## src/hw/phase_chain_pkg.sv

```systemverilog
// constants and types shared by the phase end and the controller end
// assumes one core clock at 40 MHz and a synchronous active-high reset
package phase_chain_pkg;
  localparam int unsigned CORE_CLK_HZ = 40_000_000;
  localparam int unsigned SYS_CLK_MIN_HZ = 250_000;
  localparam int unsigned SYS_CLK_MAX_HZ = 9_000_000;
  // half period of the system clock in core cycles
  localparam int unsigned HALF_W = 8;
  localparam logic [HALF_W-1:0] HALF_MIN =
    HALF_W'((CORE_CLK_HZ + 2 * SYS_CLK_MAX_HZ - 1) / (2 * SYS_CLK_MAX_HZ));
  localparam logic [HALF_W-1:0] HALF_MAX = HALF_W'(CORE_CLK_HZ / (2 * SYS_CLK_MIN_HZ));
  localparam logic [HALF_W-1:0] HALF_RESET = HALF_MAX;
  // light load entry
  localparam logic [3:0] LIGHT_LOAD_TOKEN_CYCLES = 4'h8;
  // calibration ripple
  localparam int unsigned CAL_DIVIDE = 896;
  localparam int unsigned CAL_W = 9;
  localparam logic [CAL_W-1:0] CAL_HALF_LAST = CAL_W'(CAL_DIVIDE / 2 - 1);
  // phase discovery
  localparam int unsigned PHASE_W = 5;
  localparam logic [PHASE_W-1:0] MAX_PHASES = 5'h10;
  localparam logic [PHASE_W-1:0] PHASE_RESET = 5'h00;

  typedef enum logic [1:0] {
    GATE_LOW_ON,
    GATE_BREAK_LOW,
    GATE_HIGH_ON,
    GATE_BREAK_HIGH
  } gate_state_e;

  typedef enum logic [1:0] {
    CTL_START,
    CTL_DISCOVER,
    CTL_RUN,
    CTL_BROKEN
  } ctl_state_e;
endpackage

```

## src/hw/phase_link_if.sv

```systemverilog
// one controller-to-phase link: shared system clock and token both ways
// assumes the bench chains several links to form the daisy chain
`timescale 1ns/1ps
interface phase_link_if;
  logic sys_clock;
  logic token_fwd;
  logic token_back;

  modport controller_end (
    output sys_clock,
    output token_fwd,
    input token_back
  );

  modport phase_end (
    input sys_clock,
    input token_fwd,
    output token_back
  );
endinterface

```

## src/hw/phase_end.sv

```systemverilog
// switching logic of one converter phase: latch, gate sequencing, token flop
// assumes comparator outputs and the system clock arrive synchronous to core_clk
`timescale 1ns/1ps
module phase_end
  import phase_chain_pkg::*;
(
  input wire logic core_clk,
  input wire logic rst,
  phase_link_if.phase_end link,
  input wire logic light_load_indicator_n,
  input wire logic ramp_above_demand,
  input wire logic demand_above_range,
  input wire logic demand_below_share,
  input wire logic low_gate_below_1v,
  input wire logic switch_node_below_1v,
  output logic high_side_drive,
  output logic high_side_en,
  output logic low_side_drive,
  output logic low_side_en,
  output logic ramp_run,
  output logic ramp_discharge,
  output logic light_load_synced,
  output logic cal_ripple
);
  logic clk_prev;
  logic token_prev;
  logic token_delay_flop;
  logic pwm_latch;
  logic [3:0] token_count;
  logic [CAL_W-1:0] cal_count;
  gate_state_e gate_state;
  logic next_clk_prev;
  logic next_token_prev;
  logic next_token_delay_flop;
  logic next_pwm_latch;
  logic [3:0] next_token_count;
  logic [CAL_W-1:0] next_cal_count;
  logic next_cal_ripple;
  logic next_synced;
  gate_state_e next_gate_state;
  logic next_high;
  logic next_low;
  logic next_en;
  logic clk_fall;
  logic token_rise;
  logic cycle_start;
  logic latch_set;
  logic latch_reset;

  // system clock falling edge and token rising edge
  assign clk_fall = clk_prev & ~link.sys_clock;
  assign token_rise = link.token_fwd & ~token_prev;
  // own cycle begins at the clock fall that meets the token
  assign cycle_start = clk_fall & link.token_fwd & ~light_load_synced;
  assign latch_set = cycle_start;
  // full demand masks the ramp comparator
  assign latch_reset = ramp_above_demand & ~demand_above_range;

  // token pass-through or one clock delay
  assign link.token_back = light_load_synced ? link.token_fwd : token_delay_flop;

  always_comb begin
    next_clk_prev = link.sys_clock;
    next_token_prev = link.token_fwd;
    next_token_delay_flop = token_delay_flop;
    if (clk_fall && !light_load_synced) begin
      next_token_delay_flop = link.token_fwd;
    end
    if (light_load_synced) begin
      next_token_delay_flop = 1'b0;
    end
    // reset dominant latch
    if (latch_reset) begin
      next_pwm_latch = 1'b0;
    end else if (latch_set) begin
      next_pwm_latch = 1'b1;
    end else begin
      next_pwm_latch = pwm_latch;
    end
    if (light_load_synced) begin
      next_pwm_latch = 1'b0;
    end
  end

  // light load entry: count token cycles, then wait for a clock fall
  always_comb begin
    next_token_count = token_count;
    next_synced = light_load_synced;
    if (light_load_indicator_n) begin
      next_token_count = 4'h0;
      next_synced = 1'b0;
    end else if (!light_load_synced) begin
      if (token_count != LIGHT_LOAD_TOKEN_CYCLES) begin
        if (token_rise) begin
          next_token_count = token_count + 4'h1;
        end
      end else if (clk_fall) begin
        next_synced = 1'b1;
      end
    end
  end

  // break-before-make gate sequencing
  always_comb begin
    next_gate_state = gate_state;
    case (gate_state)
      GATE_LOW_ON: begin
        if (next_pwm_latch) begin
          next_gate_state = GATE_BREAK_LOW;
        end
      end
      GATE_BREAK_LOW: begin
        if (!next_pwm_latch) begin
          next_gate_state = GATE_BREAK_HIGH;
        end else if (low_gate_below_1v) begin
          next_gate_state = GATE_HIGH_ON;
        end
      end
      GATE_HIGH_ON: begin
        if (!next_pwm_latch) begin
          next_gate_state = GATE_BREAK_HIGH;
        end
      end
      GATE_BREAK_HIGH: begin
        if (next_pwm_latch) begin
          next_gate_state = GATE_BREAK_LOW;
        end else if (switch_node_below_1v) begin
          next_gate_state = GATE_LOW_ON;
        end
      end
      default: begin
        next_gate_state = GATE_BREAK_HIGH;
      end
    endcase
    if (next_synced) begin
      next_gate_state = GATE_BREAK_HIGH;
    end
    next_high = (next_gate_state == GATE_HIGH_ON);
    // falling demand cuts the low side
    next_low = (next_gate_state == GATE_LOW_ON) & ~demand_below_share;
    next_en = ~next_synced;
  end

  // calibration ripple: one full period per 896 own cycles
  always_comb begin
    next_cal_count = cal_count;
    next_cal_ripple = cal_ripple;
    if (cycle_start) begin
      if (cal_count == CAL_HALF_LAST) begin
        next_cal_count = '0;
        next_cal_ripple = ~cal_ripple;
      end else begin
        next_cal_count = cal_count + CAL_W'(1);
      end
    end
  end

  always_ff @(posedge core_clk) begin
    if (rst) begin
      clk_prev <= 1'b0;
      token_prev <= 1'b0;
      token_delay_flop <= 1'b0;
      pwm_latch <= 1'b0;
      token_count <= 4'h0;
      light_load_synced <= 1'b0;
      gate_state <= GATE_BREAK_HIGH;
      high_side_drive <= 1'b0;
      low_side_drive <= 1'b0;
      high_side_en <= 1'b1;
      low_side_en <= 1'b1;
      ramp_run <= 1'b0;
      ramp_discharge <= 1'b1;
      cal_count <= '0;
      cal_ripple <= 1'b0;
    end else begin
      clk_prev <= next_clk_prev;
      token_prev <= next_token_prev;
      token_delay_flop <= next_token_delay_flop;
      pwm_latch <= next_pwm_latch;
      token_count <= next_token_count;
      light_load_synced <= next_synced;
      gate_state <= next_gate_state;
      high_side_drive <= next_high;
      low_side_drive <= next_low;
      high_side_en <= next_en;
      low_side_en <= next_en;
      ramp_run <= next_pwm_latch;
      ramp_discharge <= ~next_pwm_latch;
      cal_count <= next_cal_count;
      cal_ripple <= next_cal_ripple;
    end
  end
endmodule

```

## src/hw/controller_end.sv

```systemverilog
// controller side of the chain: system clock divider, token source, discovery
// assumes one clock output fans out to every phase and the chain returns here
`timescale 1ns/1ps
module controller_end
  import phase_chain_pkg::*;
(
  input wire logic core_clk,
  input wire logic rst,
  phase_link_if.controller_end link,
  input wire logic [HALF_W-1:0] clock_half_period,
  output logic [PHASE_W-1:0] phase_count,
  output logic chain_broken,
  output logic chain_ready
);
  logic sys_clock;
  logic token;
  logic [HALF_W-1:0] div_count;
  logic [PHASE_W-1:0] slot;
  ctl_state_e state;
  logic [HALF_W-1:0] half_limit;
  logic next_sys_clock;
  logic next_token;
  logic [HALF_W-1:0] next_div_count;
  logic [PHASE_W-1:0] next_slot;
  logic [PHASE_W-1:0] next_phase_count;
  ctl_state_e next_state;
  logic fall_now;

  assign link.sys_clock = sys_clock;
  assign link.token_fwd = token;
  assign chain_broken = (state == CTL_BROKEN);
  assign chain_ready = (state == CTL_RUN);

  // settable rate held inside the legal range
  always_comb begin
    half_limit = clock_half_period;
    if (clock_half_period < HALF_MIN) begin
      half_limit = HALF_MIN;
    end else if (clock_half_period > HALF_MAX) begin
      half_limit = HALF_MAX;
    end
  end

  always_comb begin
    next_div_count = div_count + HALF_W'(1);
    next_sys_clock = sys_clock;
    fall_now = 1'b0;
    if (div_count >= half_limit - HALF_W'(1)) begin
      next_div_count = '0;
      next_sys_clock = ~sys_clock;
      fall_now = sys_clock;
    end
    next_token = token;
    next_slot = slot;
    next_phase_count = phase_count;
    next_state = state;
    case (state)
      CTL_START: begin
        if (fall_now) begin
          next_token = 1'b1;
          next_slot = '0;
          next_state = CTL_DISCOVER;
        end
      end
      CTL_DISCOVER: begin
        if (fall_now) begin
          next_token = 1'b0;
          if (link.token_back) begin
            // first phase answers in the launch period, so count the return fall too
            next_phase_count = slot + PHASE_W'(1);
            next_slot = '0;
            next_state = CTL_RUN;
          end else if (slot == MAX_PHASES) begin
            next_state = CTL_BROKEN;
          end else begin
            next_slot = slot + PHASE_W'(1);
          end
        end
      end
      CTL_RUN: begin
        // one token per phase_count clocks: clock is switching rate times phases
        if (fall_now) begin
          next_token = (slot == '0);
          next_slot = (slot == phase_count - PHASE_W'(1)) ? '0 : slot + PHASE_W'(1);
        end
      end
      CTL_BROKEN: begin
        if (fall_now) begin
          next_token = 1'b0;
        end
      end
      default: begin
        next_state = CTL_START;
      end
    endcase
  end

  always_ff @(posedge core_clk) begin
    if (rst) begin
      sys_clock <= 1'b0;
      token <= 1'b0;
      div_count <= '0;
      slot <= '0;
      phase_count <= PHASE_RESET;
      state <= CTL_START;
    end else begin
      sys_clock <= next_sys_clock;
      token <= next_token;
      div_count <= next_div_count;
      slot <= next_slot;
      phase_count <= next_phase_count;
      state <= next_state;
    end
  end
endmodule

```

## src/flat_wrapper.sv

```systemverilog
// flat-port wrapper written by rule: the top's interface ports become plain ports
module phase_end_flat import phase_chain_pkg::*;
  (core_clk, rst, light_load_indicator_n, ramp_above_demand, demand_above_range, demand_below_share, low_gate_below_1v, switch_node_below_1v, high_side_drive, high_side_en, low_side_drive, low_side_en, ramp_run, ramp_discharge, light_load_synced, cal_ripple, link_sys_clock, link_token_fwd, link_token_back);
  phase_link_if link_i ();
  input wire logic core_clk;
  input wire logic rst;
  input wire logic light_load_indicator_n;
  input wire logic ramp_above_demand;
  input wire logic demand_above_range;
  input wire logic demand_below_share;
  input wire logic low_gate_below_1v;
  input wire logic switch_node_below_1v;
  output logic high_side_drive;
  output logic high_side_en;
  output logic low_side_drive;
  output logic low_side_en;
  output logic ramp_run;
  output logic ramp_discharge;
  output logic light_load_synced;
  output logic cal_ripple;
  input wire logic [$bits(link_i.sys_clock)-1:0] link_sys_clock;
  input wire logic [$bits(link_i.token_fwd)-1:0] link_token_fwd;
  output wire logic [$bits(link_i.token_back)-1:0] link_token_back;
  assign link_i.sys_clock = link_sys_clock;
  assign link_i.token_fwd = link_token_fwd;
  assign link_token_back = link_i.token_back;
  phase_end u_core (.core_clk(core_clk), .rst(rst), .link(link_i), .light_load_indicator_n(light_load_indicator_n), .ramp_above_demand(ramp_above_demand), .demand_above_range(demand_above_range), .demand_below_share(demand_below_share), .low_gate_below_1v(low_gate_below_1v), .switch_node_below_1v(switch_node_below_1v), .high_side_drive(high_side_drive), .high_side_en(high_side_en), .low_side_drive(low_side_drive), .low_side_en(low_side_en), .ramp_run(ramp_run), .ramp_discharge(ramp_discharge), .light_load_synced(light_load_synced), .cal_ripple(cal_ripple));
endmodule
```

## config.mk

```make
export PLATFORM = sky130hd
export DESIGN_NAME = phase_end_flat
export DESIGN_NICKNAME = d
export VERILOG_FILES = /design/src/hw/phase_chain_pkg.sv /design/src/hw/phase_link_if.sv /design/src/hw/phase_end.sv /design/src/hw/controller_end.sv /design/src/flat_wrapper.sv
export SDC_FILE = /design/constraint.sdc
export NUM_CORES = 1
export LEC_CHECK = 0
export BUFFER_PORTS_ARGS = -buffer_cell sky130_fd_sc_hd__buf_4
export CAP_MARGIN = 30
export CORE_MARGIN = 4
export CORE_UTILIZATION = 38
export DETAILED_ROUTE_END_ITERATION = 8
export HOLD_SLACK_MARGIN = 0.08
export PLACE_DENSITY = 0.58
export SLEW_MARGIN = 20
export SYNTH_ARGS = -nofsm -noshare
export SYNTH_HDL_FRONTEND = slang
export SYNTH_HIERARCHICAL = 1
export SYNTH_SLANG_ARGS = --single-unit
```

## constraint.sdc

```tcl
create_clock -name core_clk -period 3.7 [get_ports core_clk]
set_clock_uncertainty 0.15 [all_clocks]
set_input_delay 0.185 -clock core_clk [delete_from_list [all_inputs] [get_ports core_clk]]
set_output_delay 0.185 -clock core_clk [all_outputs]
set_load 0.01 [all_outputs]
```

==> metrics.md, run 1 <==
| Metric | Value |
|---|---|
| Placed instance area | `1290 um^2` |
| Synth Flop Type | `dfxtp_1` |
| Clock sinks | `25` |
| Utilization after layout | `49.3%` |
| CP Class | `input pin to register` |
| PortBufs | `18` |
| CTS tree | `built` |
| GR Util All Layers | `12.0%` |
| Rel. slew slack | `73.7%` |
| First-pass DRT Iterations | `4` |
| Worst-Margin Slew | `385 ps` |
| Max Root-Sink Buffers | `2` |
| Core Footprint | `2810 um^2` |
| Fraction of layout cells with a size suffix above 1 | `17.0%` |
| WL per Instance | `11.8 um` |
| Finish-stage setup viols | `0` |
| Hold_sp | `low_gate_below_1v` |
| Period utilization | `56.8%` |
| GPL Wtd Cong | `0.852` |
| R2r setup slk | `1660 ps` |
| # rows | `19` |
| Die area | `3930 um^2` |
| R2R Path End | `u_core/token_count[0]$_SDFFE_PP0P_` |
| Antenna cells | `0` |
| Hold Path Cell Cnt | `5` |
| Nets@finish | `161` |
| H-tree depth | `1` |
| Boundary Pins | `19` |
| Mapped Area | `1130 um^2` |
| Design Area, Final | `1380 um^2` |
| Critical path fanouts, max | `6` |
| Period minus WS final | `2100 ps` |
| CP startpoint | `link_token_fwd` |
| Worst Path Buf+Inv | `3` |
| # DRC | `0` |
| Status | `complete, no violations` |
| Mapped Cells | `121` |
| Post-CTS Repair Setup Buffers | `0` |
| Worst path cell trace | `dlygate4sd3_1 -> buf_4 -> nor3b_1 -> nand2_1 -> xnor2_1 -> nor3_1 -> dlygate4sd3_1` |
| Root Buffer | `clkbuf_4` |
| Synthesis-stage register bit count | `25` |
| CTS buffer count | `3` |
| Final Total Pwr | `0.000460 W` |
| Req. time, crit path | `3820 ps` |
| Startpoint types | `input pin` |
| Die W | `62.7 um` |
| Die Ht | `62.7 um` |
| Synthesis-to-finish area growth | `21.8%` |
| Syn Area/Cell | `9.38 um^2` |
| Async S/R FF share, synth | `0%` |
| Crit-path leading delay family | `buffers and inverters` |
| Starting DRT DRC Count | `43` |
| Non-Filler Instances | `178` |
| Reg-to-Reg Start | `u_core/light_load_synced$_SDFF_PP0_` |
| Ys Warns | `6` |
| Vias per cell | `5.12` |
| DP Wirelength | `1530 um` |
| FF-to-FF path depth | `5` |
| CTS resizes | `0` |
| Distinct cells, synth | `37` |
| Reg clk slew, reported paths | `130 ps` |
| Commonest non-fill, non-tap cells in the layout | `dfxtp_1 (25), buf_4 (18), nor2_1 (10)` |
| Routed WL | `2100 um` |
| Number of global-route vias before repair | `890` |
| Hold Crit Class | `input pin to register` |
| Crit path DAT | `2220 ps` |
| Vias | `912` |
| Maximum clock frequency | `476 MHz` |
| WHS Endpoint | `u_core/low_side_drive$_SDFF_PP0_` |
| First-pass GRT wire length | `3850 um` |
| Final setup TNS | `0 ps` |
| Number of synthesized flops with an enable pin | `0` |
| Largest net degree at the start of global routing | `17` |
| Final Hold Vio Count | `0` |
| Initial Util | `40.5%` |
| Slew Limit Fails | `0` |
| CP max-delay cell | `dlygate4sd3_1` |
| CP dominant cell by count | `dlygate4sd3_1` |
| Worst-Skew Late Latency | `310 ps` |
| Placed cells | `167` |
| Power Density | `332 nW/um^2` |
| Post-route ant nets | `0` |
| CP Capture Type | `register` |
| VDD IR max | `204 uV` |
| Share of the yosys chip area belonging to registers | `44.1%` |
| Most common cell after layout, fill and taps aside | `dfxtp_1` |
| Syn_nets | `134` |
| Overflow after GRT | `0` |
| Max incr delay on CP | `570 ps` |
| RSZ-0062 raised after global routing | `false` |
| Max-cap violations | `0` |
| P_leak | `0.538 nW` |
| Initial antenna violation count | `0` |
[flip-flops by register name, indices dropped and copies added, names as in the netlist]
register and count:
u_core/token_prev 1, u_core/low_side_en 1, u_core/high_side_drive 1, u_core/cal_ripple 1
u_core/cal_count 9, u_core/ramp_discharge 1, u_core/token_count 4, u_core/pwm_latch 1
u_core/token_delay_flop 1, u_core/gate_state 2, u_core/low_side_drive 1, u_core/clk_prev 1
u_core/light_load_synced 1
[layout make-up]
class                           count  area [um^2]
Tap cell                           31         38.8
Sequential cell                    25          500
Timing Repair Buffer               25          205
Fill cell                         270         1420
Clock buffer                        4         26.3
Inverter                            9         33.8
Multi-Input combinational cell     84          578
[what timing repair did]
| item | 4_1_cts | 5_1_grt |
|---|---|---|
| endpoints found under the hold margin | 19 | 0 |
| hold buffers | 7 | 0 |
| endpoints found under the setup margin | 0 | 0 |
[report_power, final]
part | total (W) | internal, W | switching [W] | leakage (nW)
clock network | 0.000118 | 0.0000421 | 0.0000764 | 0.0150
logic | 0.0000579 | 0.0000302 | 0.0000277 | 0.320
registers | 0.000283 | 0.000277 | 0.00000572 | 0.203
[synthesized netlist by cell type, drive strengths merged (2+ instances only)]
library cell	instances	area [um^2]
buf	2	18.8
nand2	7	26.3
nor2b	5	31.3
and3	2	12.5
nand4	4	40.0
a21oi	6	30.0
nor3	9	45.0
o21a	2	15.0
nor2	10	37.5
nand3	3	15.0
dfxtp	25	500
o21ai	4	20.0
xor2	4	35.0
xnor2	6	52.6
ha	3	37.5
mux2i	2	20.0
inv	9	33.8
[metal layers]
layer,track usage [%],wire length (um),vias to the layer above
met5,0,0,-
met4,3.31,14,0
met3,4.32,88,2
met2,20.4,1000,13
met1,14.2,989,422
li1,-,-,475
[stage by stage]
stage	hold WS (ps)	worst slack, ps
finish	247	1600
global route	255	1490
CTS	219	1650
detailed placement	211	1900
global placement	201	1940
floorplan	107	2010
[kinds of logic (layout without fill, tap and decap cells)]
family | count (synthesis) | in the layout | share of synthesized area (%)
AOI/OAI and AO/OA | 18 | 18 | 10.0
xor gates and xnor gates | 10 | 10 | 7.72
adders and majority gates | 3 | 3 | 3.31
buffers and inverters | 12 | 38 | 4.96
DFF | 25 | 25 | 44.1
muxes | 3 | 3 | 2.76
and+or+nand+nor | 50 | 50 | 27.1
[worst min-delay path, cell delays in order]
cell	delay (ps)
buf_4	80
inv_1	30
o21ai_0	210
o21a_1	130
nor4_1	40
[worst max-delay path by stage]
stage	endpoint	slack [ps]	cells past startpoint
final	u_core/token_count[0]$_SDFFE_PP0P_	1600	7
after global routing	u_core/token_count[0]$_SDFFE_PP0P_	1490	7
after CTS	u_core/token_count[0]$_SDFFE_PP0P_	1650	7
after detailed placement	u_core/low_side_drive$_SDFF_PP0_	1900	6
after global placement	u_core/gate_state[0]$_SDFF_PP1_	1940	6
after floorplan	u_core/gate_state[0]$_SDFF_PP1_	2010	6
Note: power is estimated with default switching activity, not from simulation.
==> inputs of run 2 (changes only) <==
--- a/config.mk
+++ b/config.mk
@@ -5,13 +5,14 @@
 export SDC_FILE = /design/constraint.sdc
 export NUM_CORES = 1
 export LEC_CHECK = 0
+export ABC_AREA = 1
 export BUFFER_PORTS_ARGS = -buffer_cell sky130_fd_sc_hd__buf_4
 export CAP_MARGIN = 30
 export CORE_MARGIN = 4
 export CORE_UTILIZATION = 38
 export DETAILED_ROUTE_END_ITERATION = 8
 export HOLD_SLACK_MARGIN = 0.08
-export PLACE_DENSITY = 0.58
+export PLACE_DENSITY = 0.59
 export SLEW_MARGIN = 20
 export SYNTH_ARGS = -nofsm -noshare
 export SYNTH_HDL_FRONTEND = slang
==> constraint.sdc (replaced) <==
create_clock -name core_clk -period 1.83 [get_ports core_clk]
set_clock_uncertainty 0.15 [all_clocks]
set_input_delay 0.0915 -clock core_clk [delete_from_list [all_inputs] [get_ports core_clk]]
set_output_delay 0.0915 -clock core_clk [all_outputs]
set_load 0.01 [all_outputs]
==> run 2 against run 1 <==
Effect of this change: clock power is 110% higher; sequential power is 100% higher; first-iteration DRC count is 53% lower; worst hold slack worse by 140 ps; area after synthesis is 12% higher; synthesized cell count is 48% higher; power is 110% higher; cell count is 42% higher; design area is 13% higher; routed wire length is 24% higher; non-clock buffer count is 3 higher; combinational power is 150% higher; critical path type unchanged; largest cell class unchanged.
==> metrics.md, run 2 <==
| Metric | Value |
|---|---|
| Async S/R FF share, synth | `0% (unchanged)` |
| Utilization after layout | `50.2% (was 49.3%)` |
| Max Root-Sink Buffers | `2 (unchanged)` |
| Pint | `0.000715 W (was 0.000350 W)` |
| Largest cells by area after synthesis | `dfxtp_1 (40%), nand2_1 (12%), inv_1 (8.0%), nor2_1 (5.6%), a21oi_1 (4.3%) (was dfxtp_1 (44%), xnor2_1 (4.6%), nor3_1 (4.0%), ha_1 (3.3%), nor2_1 (3.3%))` |
| Synth Flop Type | `dfxtp_1 (unchanged)` |
| Synthesis-stage register bit count | `25 (unchanged)` |
| Antenna cells | `0 (unchanged)` |
| Post-synth top area cell | `dfxtp_1 (unchanged)` |
| Synthesis-to-finish area growth | `23.9% (was 21.8%)` |
| DP Worst Slack | `300 ps (was 1900 ps)` |
| Boundary Pins | `19 (unchanged)` |
| Switch Pwr | `0.000252 W (was 0.000110 W)` |
| Vias | `1178 (was 912)` |
| CP Capture Type | `register (unchanged)` |
| Status | `complete, no violations (unchanged)` |
| Post-route ant nets | `0 (unchanged)` |
| GPL Wtd Cong | `0.816 (was 0.852)` |
| Worst-Margin Slew | `281 ps (was 385 ps)` |
| Slew Limit Fails | `0 (unchanged)` |
| Max-cap violations | `0 (unchanged)` |
| Die area | `4320 um^2 (was 3930 um^2)` |
| Vias per cell | `4.67 (was 5.12)` |
| CTS tree | `built (unchanged)` |
| Number of global-route vias before repair | `1143 (was 890)` |
| CP startpoint | `ramp_above_demand (was link_token_fwd)` |
| Die W | `65.7 um (was 62.7 um)` |
| Initial Util | `40.5% (about the same)` |
| Mapped Area | `1270 um^2 (was 1130 um^2)` |
| Mapped Cells | `179 (was 121)` |
| Max incr delay on CP | `560 ps (was 570 ps)` |
| Req. time, crit path | `1910 ps (was 3820 ps)` |
| Most common cell after layout, fill and taps aside | `nand2_1 (was dfxtp_1)` |
| Initial antenna violation count | `0 (unchanged)` |
| Fraction of layout cells with a size suffix above 1 | `19.7% (was 17.0%)` |
| Hold Crit Class | `input pin to register (unchanged)` |
| Setup ws final | `43.4 ps (was 1600 ps)` |
| RSZ-0062 raised after global routing | `true (was false)` |
| Nets@finish | `222 (was 161)` |
| H-tree depth | `1 (unchanged)` |
| First-pass DRT Iterations | `4 (unchanged)` |
| PortBufs | `18 (unchanged)` |
| Starting DRT DRC Count | `20 (was 43)` |
| CP Class | `input pin to register (unchanged)` |
| Post-CTS Repair Setup Buffers | `0 (unchanged)` |
| Largest net degree at the start of global routing | `14 (was 17)` |
| Worst Path Buf+Inv | `4 (was 3)` |
| Critical path fanouts, max | `3 (was 6)` |
| Post-synth top cells | `nand2_1 (42), inv_1 (27), dfxtp_1 (25) (was dfxtp_1 (25), nor2_1 (10), inv_1 (9), nor3_1 (9), nand2_1 (7))` |
| GR Util All Layers | `14.0% (was 12.0%)` |
| Non-Filler Instances | `252 (was 178)` |
| Maximum clock frequency | `560 MHz` |
| Core Footprint | `3130 um^2 (was 2810 um^2)` |
| Period minus WS final | `1790 ps` |
| Die Ht | `65.7 um (was 62.7 um)` |
| Period utilization | `97.6%` |
| Hold_sp | `low_gate_below_1v (unchanged)` |
| Switching Share | `26.0% (was 23.9%)` |
| Most numerous cell in the Yosys netlist | `nand2_1 (was dfxtp_1)` |
| Fillers | `329 (was 270)` |
| Final Hold Vio Count | `0 (unchanged)` |
| VDD IR max | `397 uV (was 204 uV)` |
| First-pass GRT wire length | `4670 um (was 3850 um)` |
| Finish-stage setup viols | `0 (unchanged)` |
| Top-area cell type share of the netlist area | `39.5% (was 44.1%)` |
| Syn Area/Cell | `7.07 um^2 (was 9.38 um^2)` |
| Root Buffer | `clkbuf_4 (unchanged)` |
| # DRC | `0 (unchanged)` |
| Crit path DAT | `1860 ps (was 2220 ps)` |
| Number of synthesized flops with an enable pin | `0 (unchanged)` |
| Reg clk slew, reported paths | `130 ps (about the same)` |
| Reg-to-Reg Start | `u_core/light_load_synced$_SDFF_PP0_ (unchanged)` |
| Syn_nets | `192 (was 134)` |
| DP Wirelength | `1960 um (was 1530 um)` |
| CP max-delay cell | `dlygate4sd3_1 (unchanged)` |
| Ys Warns | `6 (unchanged)` |
| Commonest non-fill, non-tap cells in the layout | `nand2_1 (42), inv_1 (27), dfxtp_1 (24) (was dfxtp_1 (25), buf_4 (18), nor2_1 (10))` |
| Top Registers | `u_core/cal_count x9, u_core/token_count x4, u_core/gate_state x2 (unchanged)` |
| Max FFs per register | `9 (unchanged)` |
| Overflow after GRT | `0 (unchanged)` |
| CP dominant cell by count | `nand2_1 (was dlygate4sd3_1)` |
| Clock sinks | `25 (unchanged)` |
| Distinct cells, synth | `30 (was 37)` |
| Final Total Pwr | `0.000967 W (was 0.000460 W)` |
| # rows | `20 (was 19)` |
| Worst path cell trace | `dlygate4sd3_1 -> buf_4 -> inv_1 -> nor2_2 -> nor2_2 -> dlygate4sd3_1 -> nand2_1 -> nand2_1 -> nand2_1 -> nand3_2 -> nor2_1 (was dlygate4sd3_1 -> buf_4 -> nor3b_1 -> nand2_1 -> xnor2_1 -> nor3_1 -> dlygate4sd3_1)` |
| Largest Register | `u_core/cal_count (unchanged)` |
| Placed cells | `238 (was 167)` |
| Crit-path leading delay family | `buffers and inverters (unchanged)` |
| Combinational share of power | `14.9% (was 12.6%)` |
| Sequential share of power | `59.4% (was 61.6%)` |
| WL per Instance | `10.3 um (was 11.8 um)` |
| Hold Slack | `110 ps (was 247 ps)` |
| P_leak | `0.682 nW (was 0.538 nW)` |
| Rel. slew slack | `81.3% (was 73.7%)` |
| Share of the yosys chip area belonging to registers | `39.5% (was 44.1%)` |
| Routed WL | `2590 um (was 2100 um)` |
| CTS buffer count | `3 (unchanged)` |
| Worst-Skew Late Latency | `320 ps (was 310 ps)` |
| Startpoint types | `input pin (unchanged)` |
| Clock power share | `25.7% (was 25.8%)` |
| Power Density | `616 nW/um^2 (was 332 nW/um^2)` |
run 2: power groups by stage:
stage	sequential [W]	combinational, W	clock, W
2_1_floorplan	0.000587	0.0000816	0
3_3_place_gp	0.000585	0.000123	0
3_5_place_dp	0.000586	0.000126	0
4_1_cts	0.000574	0.000142	0.000265
5_1_grt	0.000577	0.000165	0.000296
6_report	0.000574	0.000144	0.000248
run 2: area by class of cell:
| type | count | area (um^2) | area share (%) |
|---|---|---|---|
| multi-input cells | 121 | 638 | 40.7 |
| inverters | 30 | 113 | 7.18 |
| clock buffers | 4 | 26.3 | 1.67 |
| repair buffers | 28 | 235 | 15.0 |
| flip-flops and latches | 25 | 502 | 32.0 |
| well taps | 44 | 55.1 | 3.51 |
run 2: logic make-up (layout without fill, tap and decap cells):
family / after synthesis / count (layout) / share of synthesized area (%)
adder cells (fa/ha/maj): 3 / 3 / 2.96
AO/OA/AOI/OAI: 21 / 21 / 8.79
buffers and inverters: 33 / 62 / 10.7
XOR/XNOR: 2 / 2 / 1.38
flip-flops: 25 / 25 / 39.5
AND/OR/NAND/NOR: 95 / 95 / 36.7
run 2: what timing repair did:
item,4_1_cts,5_1_grt
resized for setup,0,4
endpoints found under the setup margin,0,2
endpoints found under the hold margin,22,0
hold buffers,10,0
run 2: path summary, 6_finish.rpt:
path | end | cells after the start | slack, ps
hold reg to reg | u_core/cal_count[8]$_SDFFE_PP0P_ | 2 | 360
hold / removal | u_core/gate_state[0]$_SDFF_PP1_ | 5 | 110
setup / recovery | u_core/high_side_drive$_SDFF_PP0_ | 11 | 40
setup reg to reg | u_core/high_side_drive$_SDFF_PP0_ | 7 | 150
run 2: per-layer routing:
layer / vias to the layer above / routed length [um] / global-route usage (%)
met5: - / 0 / 0
met4: 0 / 55 / 6.99
met3: 5 / 100 / 3.08
met2: 17 / 1280 / 24.5
met1: 532 / 1160 / 15.8
li1: 624 / - / -
run 2: through the flow:
stage                     setup TNS, ps  area, um^2
final                                 0        1570
after global routing              -6.27        1570
after CTS                             0        1560
after detailed placement              0        1430
after global placement                0        1430
after floorplan                       0        1270
run 2: worst register-to-register path: stages (launching register included):
cell	delay [ps]
dfxtp_2	380
nor2_2	170
dlygate4sd3_1	560
nand2_1	70
nand2_1	70
nand2_1	60
nand3_2	80
nor2_1	50
==> inputs of run 3 (changes only) <==
--- a/config.mk
+++ b/config.mk
@@ -9,10 +9,10 @@
 export BUFFER_PORTS_ARGS = -buffer_cell sky130_fd_sc_hd__buf_4
 export CAP_MARGIN = 30
 export CORE_MARGIN = 4
-export CORE_UTILIZATION = 38
+export CORE_UTILIZATION = 50
 export DETAILED_ROUTE_END_ITERATION = 8
 export HOLD_SLACK_MARGIN = 0.08
-export PLACE_DENSITY = 0.59
+export PLACE_DENSITY = 0.74
 export SLEW_MARGIN = 20
 export SYNTH_ARGS = -nofsm -noshare
 export SYNTH_HDL_FRONTEND = slang
==> run 3 against run 2 <==
Effect of this change: cell count down 6.7%; design area fell by 2.2%; count of clock-buffer cells in the layout fell by 1; die area decreased by 21%; register-to-register slack improved by 30 ps; critical path type unchanged; largest cell class unchanged.
==> metrics.md, run 3 (same netlist as run 2, synthesis figures left out) <==
| Metric | Value |
|---|---|
| Most common cell after layout, fill and taps aside | `nand2_1 (unchanged)` |
| Power Density | `620 nW/um^2 (was 616 nW/um^2)` |
| WL per Instance | `11.0 um (was 10.3 um)` |
| DP Worst Slack | `274 ps (was 300 ps)` |
| Combinational share of power | `14.7% (was 14.9%)` |
| Die area | `3400 um^2 (was 4320 um^2)` |
| Utilization after layout | `66.2% (was 50.2%)` |
| Synthesis-to-finish area growth | `21.2% (was 23.9%)` |
| H-tree depth | `1 (unchanged)` |
| Core Footprint | `2320 um^2 (was 3130 um^2)` |
| Max FFs per register | `9 (unchanged)` |
| Largest Register | `u_core/cal_count (unchanged)` |
| Fillers | `213 (was 329)` |
| Switching Share | `25.5% (was 26.0%)` |
| Boundary Pins | `19 (unchanged)` |
| Status | `complete, no violations (unchanged)` |
| Root Buffer | `clkbuf_4 (unchanged)` |
| Final Total Pwr | `0.000952 W (was 0.000967 W)` |
| Pint | `0.000709 W (was 0.000715 W)` |
| Worst-Skew Late Latency | `310 ps (was 320 ps)` |
| Period utilization | `96.0% (was 97.6%)` |
| Hold Crit Class | `input pin to register (unchanged)` |
| Sequential share of power | `60.3% (was 59.4%)` |
| Antenna cells | `0 (unchanged)` |
| Setup ws final | `72.4 ps (was 43.4 ps)` |
| CP Capture Type | `register (unchanged)` |
| Routed WL | `2580 um (was 2590 um)` |
| Hold Slack | `96.3 ps (was 110 ps)` |
| Met1 WL | `1110 um (was 1160 um)` |
| Met3 wire len | `131 um (was 100 um)` |
| Nets@finish | `221 (was 222)` |
| VDD IR max | `660 uV (was 397 uV)` |
| Commonest non-fill, non-tap cells in the layout | `nand2_1 (42), inv_1 (27), dfxtp_1 (24) (unchanged)` |
| Max Root-Sink Buffers | `2 (unchanged)` |
| P_leak | `0.679 nW (was 0.682 nW)` |
| Crit path DAT | `1820 ps (was 1860 ps)` |
| Slew Limit Fails | `0 (unchanged)` |
| Initial Util | `54.6% (was 40.5%)` |
| CTS buffer count | `3 (unchanged)` |
| Max-cap violations | `0 (unchanged)` |
| Top Registers | `u_core/cal_count x9, u_core/token_count x4, u_core/gate_state x2 (unchanged)` |
| GPL Wtd Cong | `0.805 (was 0.816)` |
| Final setup TNS | `0 ps (unchanged)` |
| PortBufs | `18 (unchanged)` |
| GR Util All Layers | `17.2% (was 14.0%)` |
| Fraction of layout cells with a size suffix above 1 | `19.3% (was 19.7%)` |
| Initial antenna violation count | `0 (unchanged)` |
| CP Class | `input pin to register (unchanged)` |
| Startpoint types | `input pin (unchanged)` |
| First-pass DRT Iterations | `4 (unchanged)` |
| Die Ht | `58.3 um (was 65.7 um)` |
| Number of global-route vias before repair | `1128 (was 1143)` |
| Final Hold Vio Count | `0 (unchanged)` |
| Vias | `1195 (was 1178)` |
| Post-CTS Repair Setup Buffers | `0 (unchanged)` |
| Post-route ant nets | `0 (unchanged)` |
| Largest net degree at the start of global routing | `15 (was 14)` |
| DP Wirelength | `1950 um (was 1960 um)` |
| RSZ-0062 raised after global routing | `false (was true)` |
| Die W | `58.3 um (was 65.7 um)` |
| Rel. slew slack | `79.6% (was 81.3%)` |
| # DRC | `0 (unchanged)` |
| Critical path fanouts, max | `3 (unchanged)` |
| Highest routed layer | `met4 (unchanged)` |
| Maximum clock frequency | `569 MHz (was 560 MHz)` |
| Finish-stage setup viols | `0 (unchanged)` |
| First-pass GRT wire length | `4710 um (was 4670 um)` |
| Reg clk slew, reported paths | `130 ps (about the same)` |
| Worst-Margin Slew | `305 ps (was 281 ps)` |
| Overflow after GRT | `0 (unchanged)` |
| Wire length on met2 | `1330 um (was 1280 um)` |
| # rows | `17 (was 20)` |
| Vias per cell | `5.09 (was 4.67)` |
| Clock sinks | `25 (unchanged)` |
| Starting DRT DRC Count | `44 (was 20)` |
| Clock power share | `24.9% (was 25.7%)` |
| Period minus WS final | `1760 ps (was 1790 ps)` |
| Switch Pwr | `0.000243 W (was 0.000252 W)` |
| Req. time, crit path | `1900 ps (was 1910 ps)` |
| CTS tree | `built (unchanged)` |
-- run 3: routing by layer --
metal  vias to the layer above  track usage (%)
li1                        621                -
met1                       541             20.4
met2                        31             31.9
met3                         2             4.17
met4                         0             1.99
met5                         -                0
-- run 3: timing repair --
item,in CTS,in global routing
hold buffers,9,0
hold endpoints to repair,21,0
endpoints found under the setup margin,0,2
resized for setup,0,2
-- run 3: worst paths after layout --
kind / cells past startpoint / to / slack [ps] / from
worst min-delay path: 5 / u_core/gate_state[0]$_SDFF_PP1_ / 100 / low_gate_below_1v
worst max register to register: 7 / u_core/high_side_drive$_SDFF_PP0_ / 180 / u_core/light_load_synced$_SDFF_PP0_
worst max-delay path: 11 / u_core/high_side_drive$_SDFF_PP0_ / 70 / ramp_above_demand
worst min register to register: 2 / u_core/token_count[3]$_SDFFE_PP0P_ / 360 / u_core/token_count[3]$_SDFFE_PP0P_
-- run 3: per-stage QoR --
stage | std cells | cell area (um^2)
after floorplan | 179 | 1270
after global placement | 222 | 1410
after detailed placement | 222 | 1410
after CTS | 235 | 1530
after global routing | 235 | 1540
final | 235 | 1540
-- run 3: critical path, cell delays in order --
cell,delay [ps]
dlygate4sd3_1,540
buf_4,130
inv_1,40
nor2_1,40
nor2_2,120
dlygate4sd3_1,570
nand2_1,70
nand2_1,60
nand2_1,60
nand3_2,70
nor2_1,40
-- run 3: power groups by stage --
stage	Clock (W)	Combinational (W)	Sequential, W
floorplan	0	0.0000816	0.000587
global placement	0	0.000122	0.000585
detailed placement	0	0.000125	0.000586
CTS	0.000252	0.000141	0.000574
global route	0.000276	0.000161	0.000577
finish	0.000237	0.000140	0.000574
-- run 3: final cells by class --
cell class,instances,area [um^2],share of cell area (%)
clock inverters,1,5.00,0.326
well taps,28,35.0,2.28
repair buffers,27,225,14.7
inverters,30,113,7.33
multi-input cells,121,633,41.2
clock buffers,3,22.5,1.47
flip-flops and latches,25,502,32.7
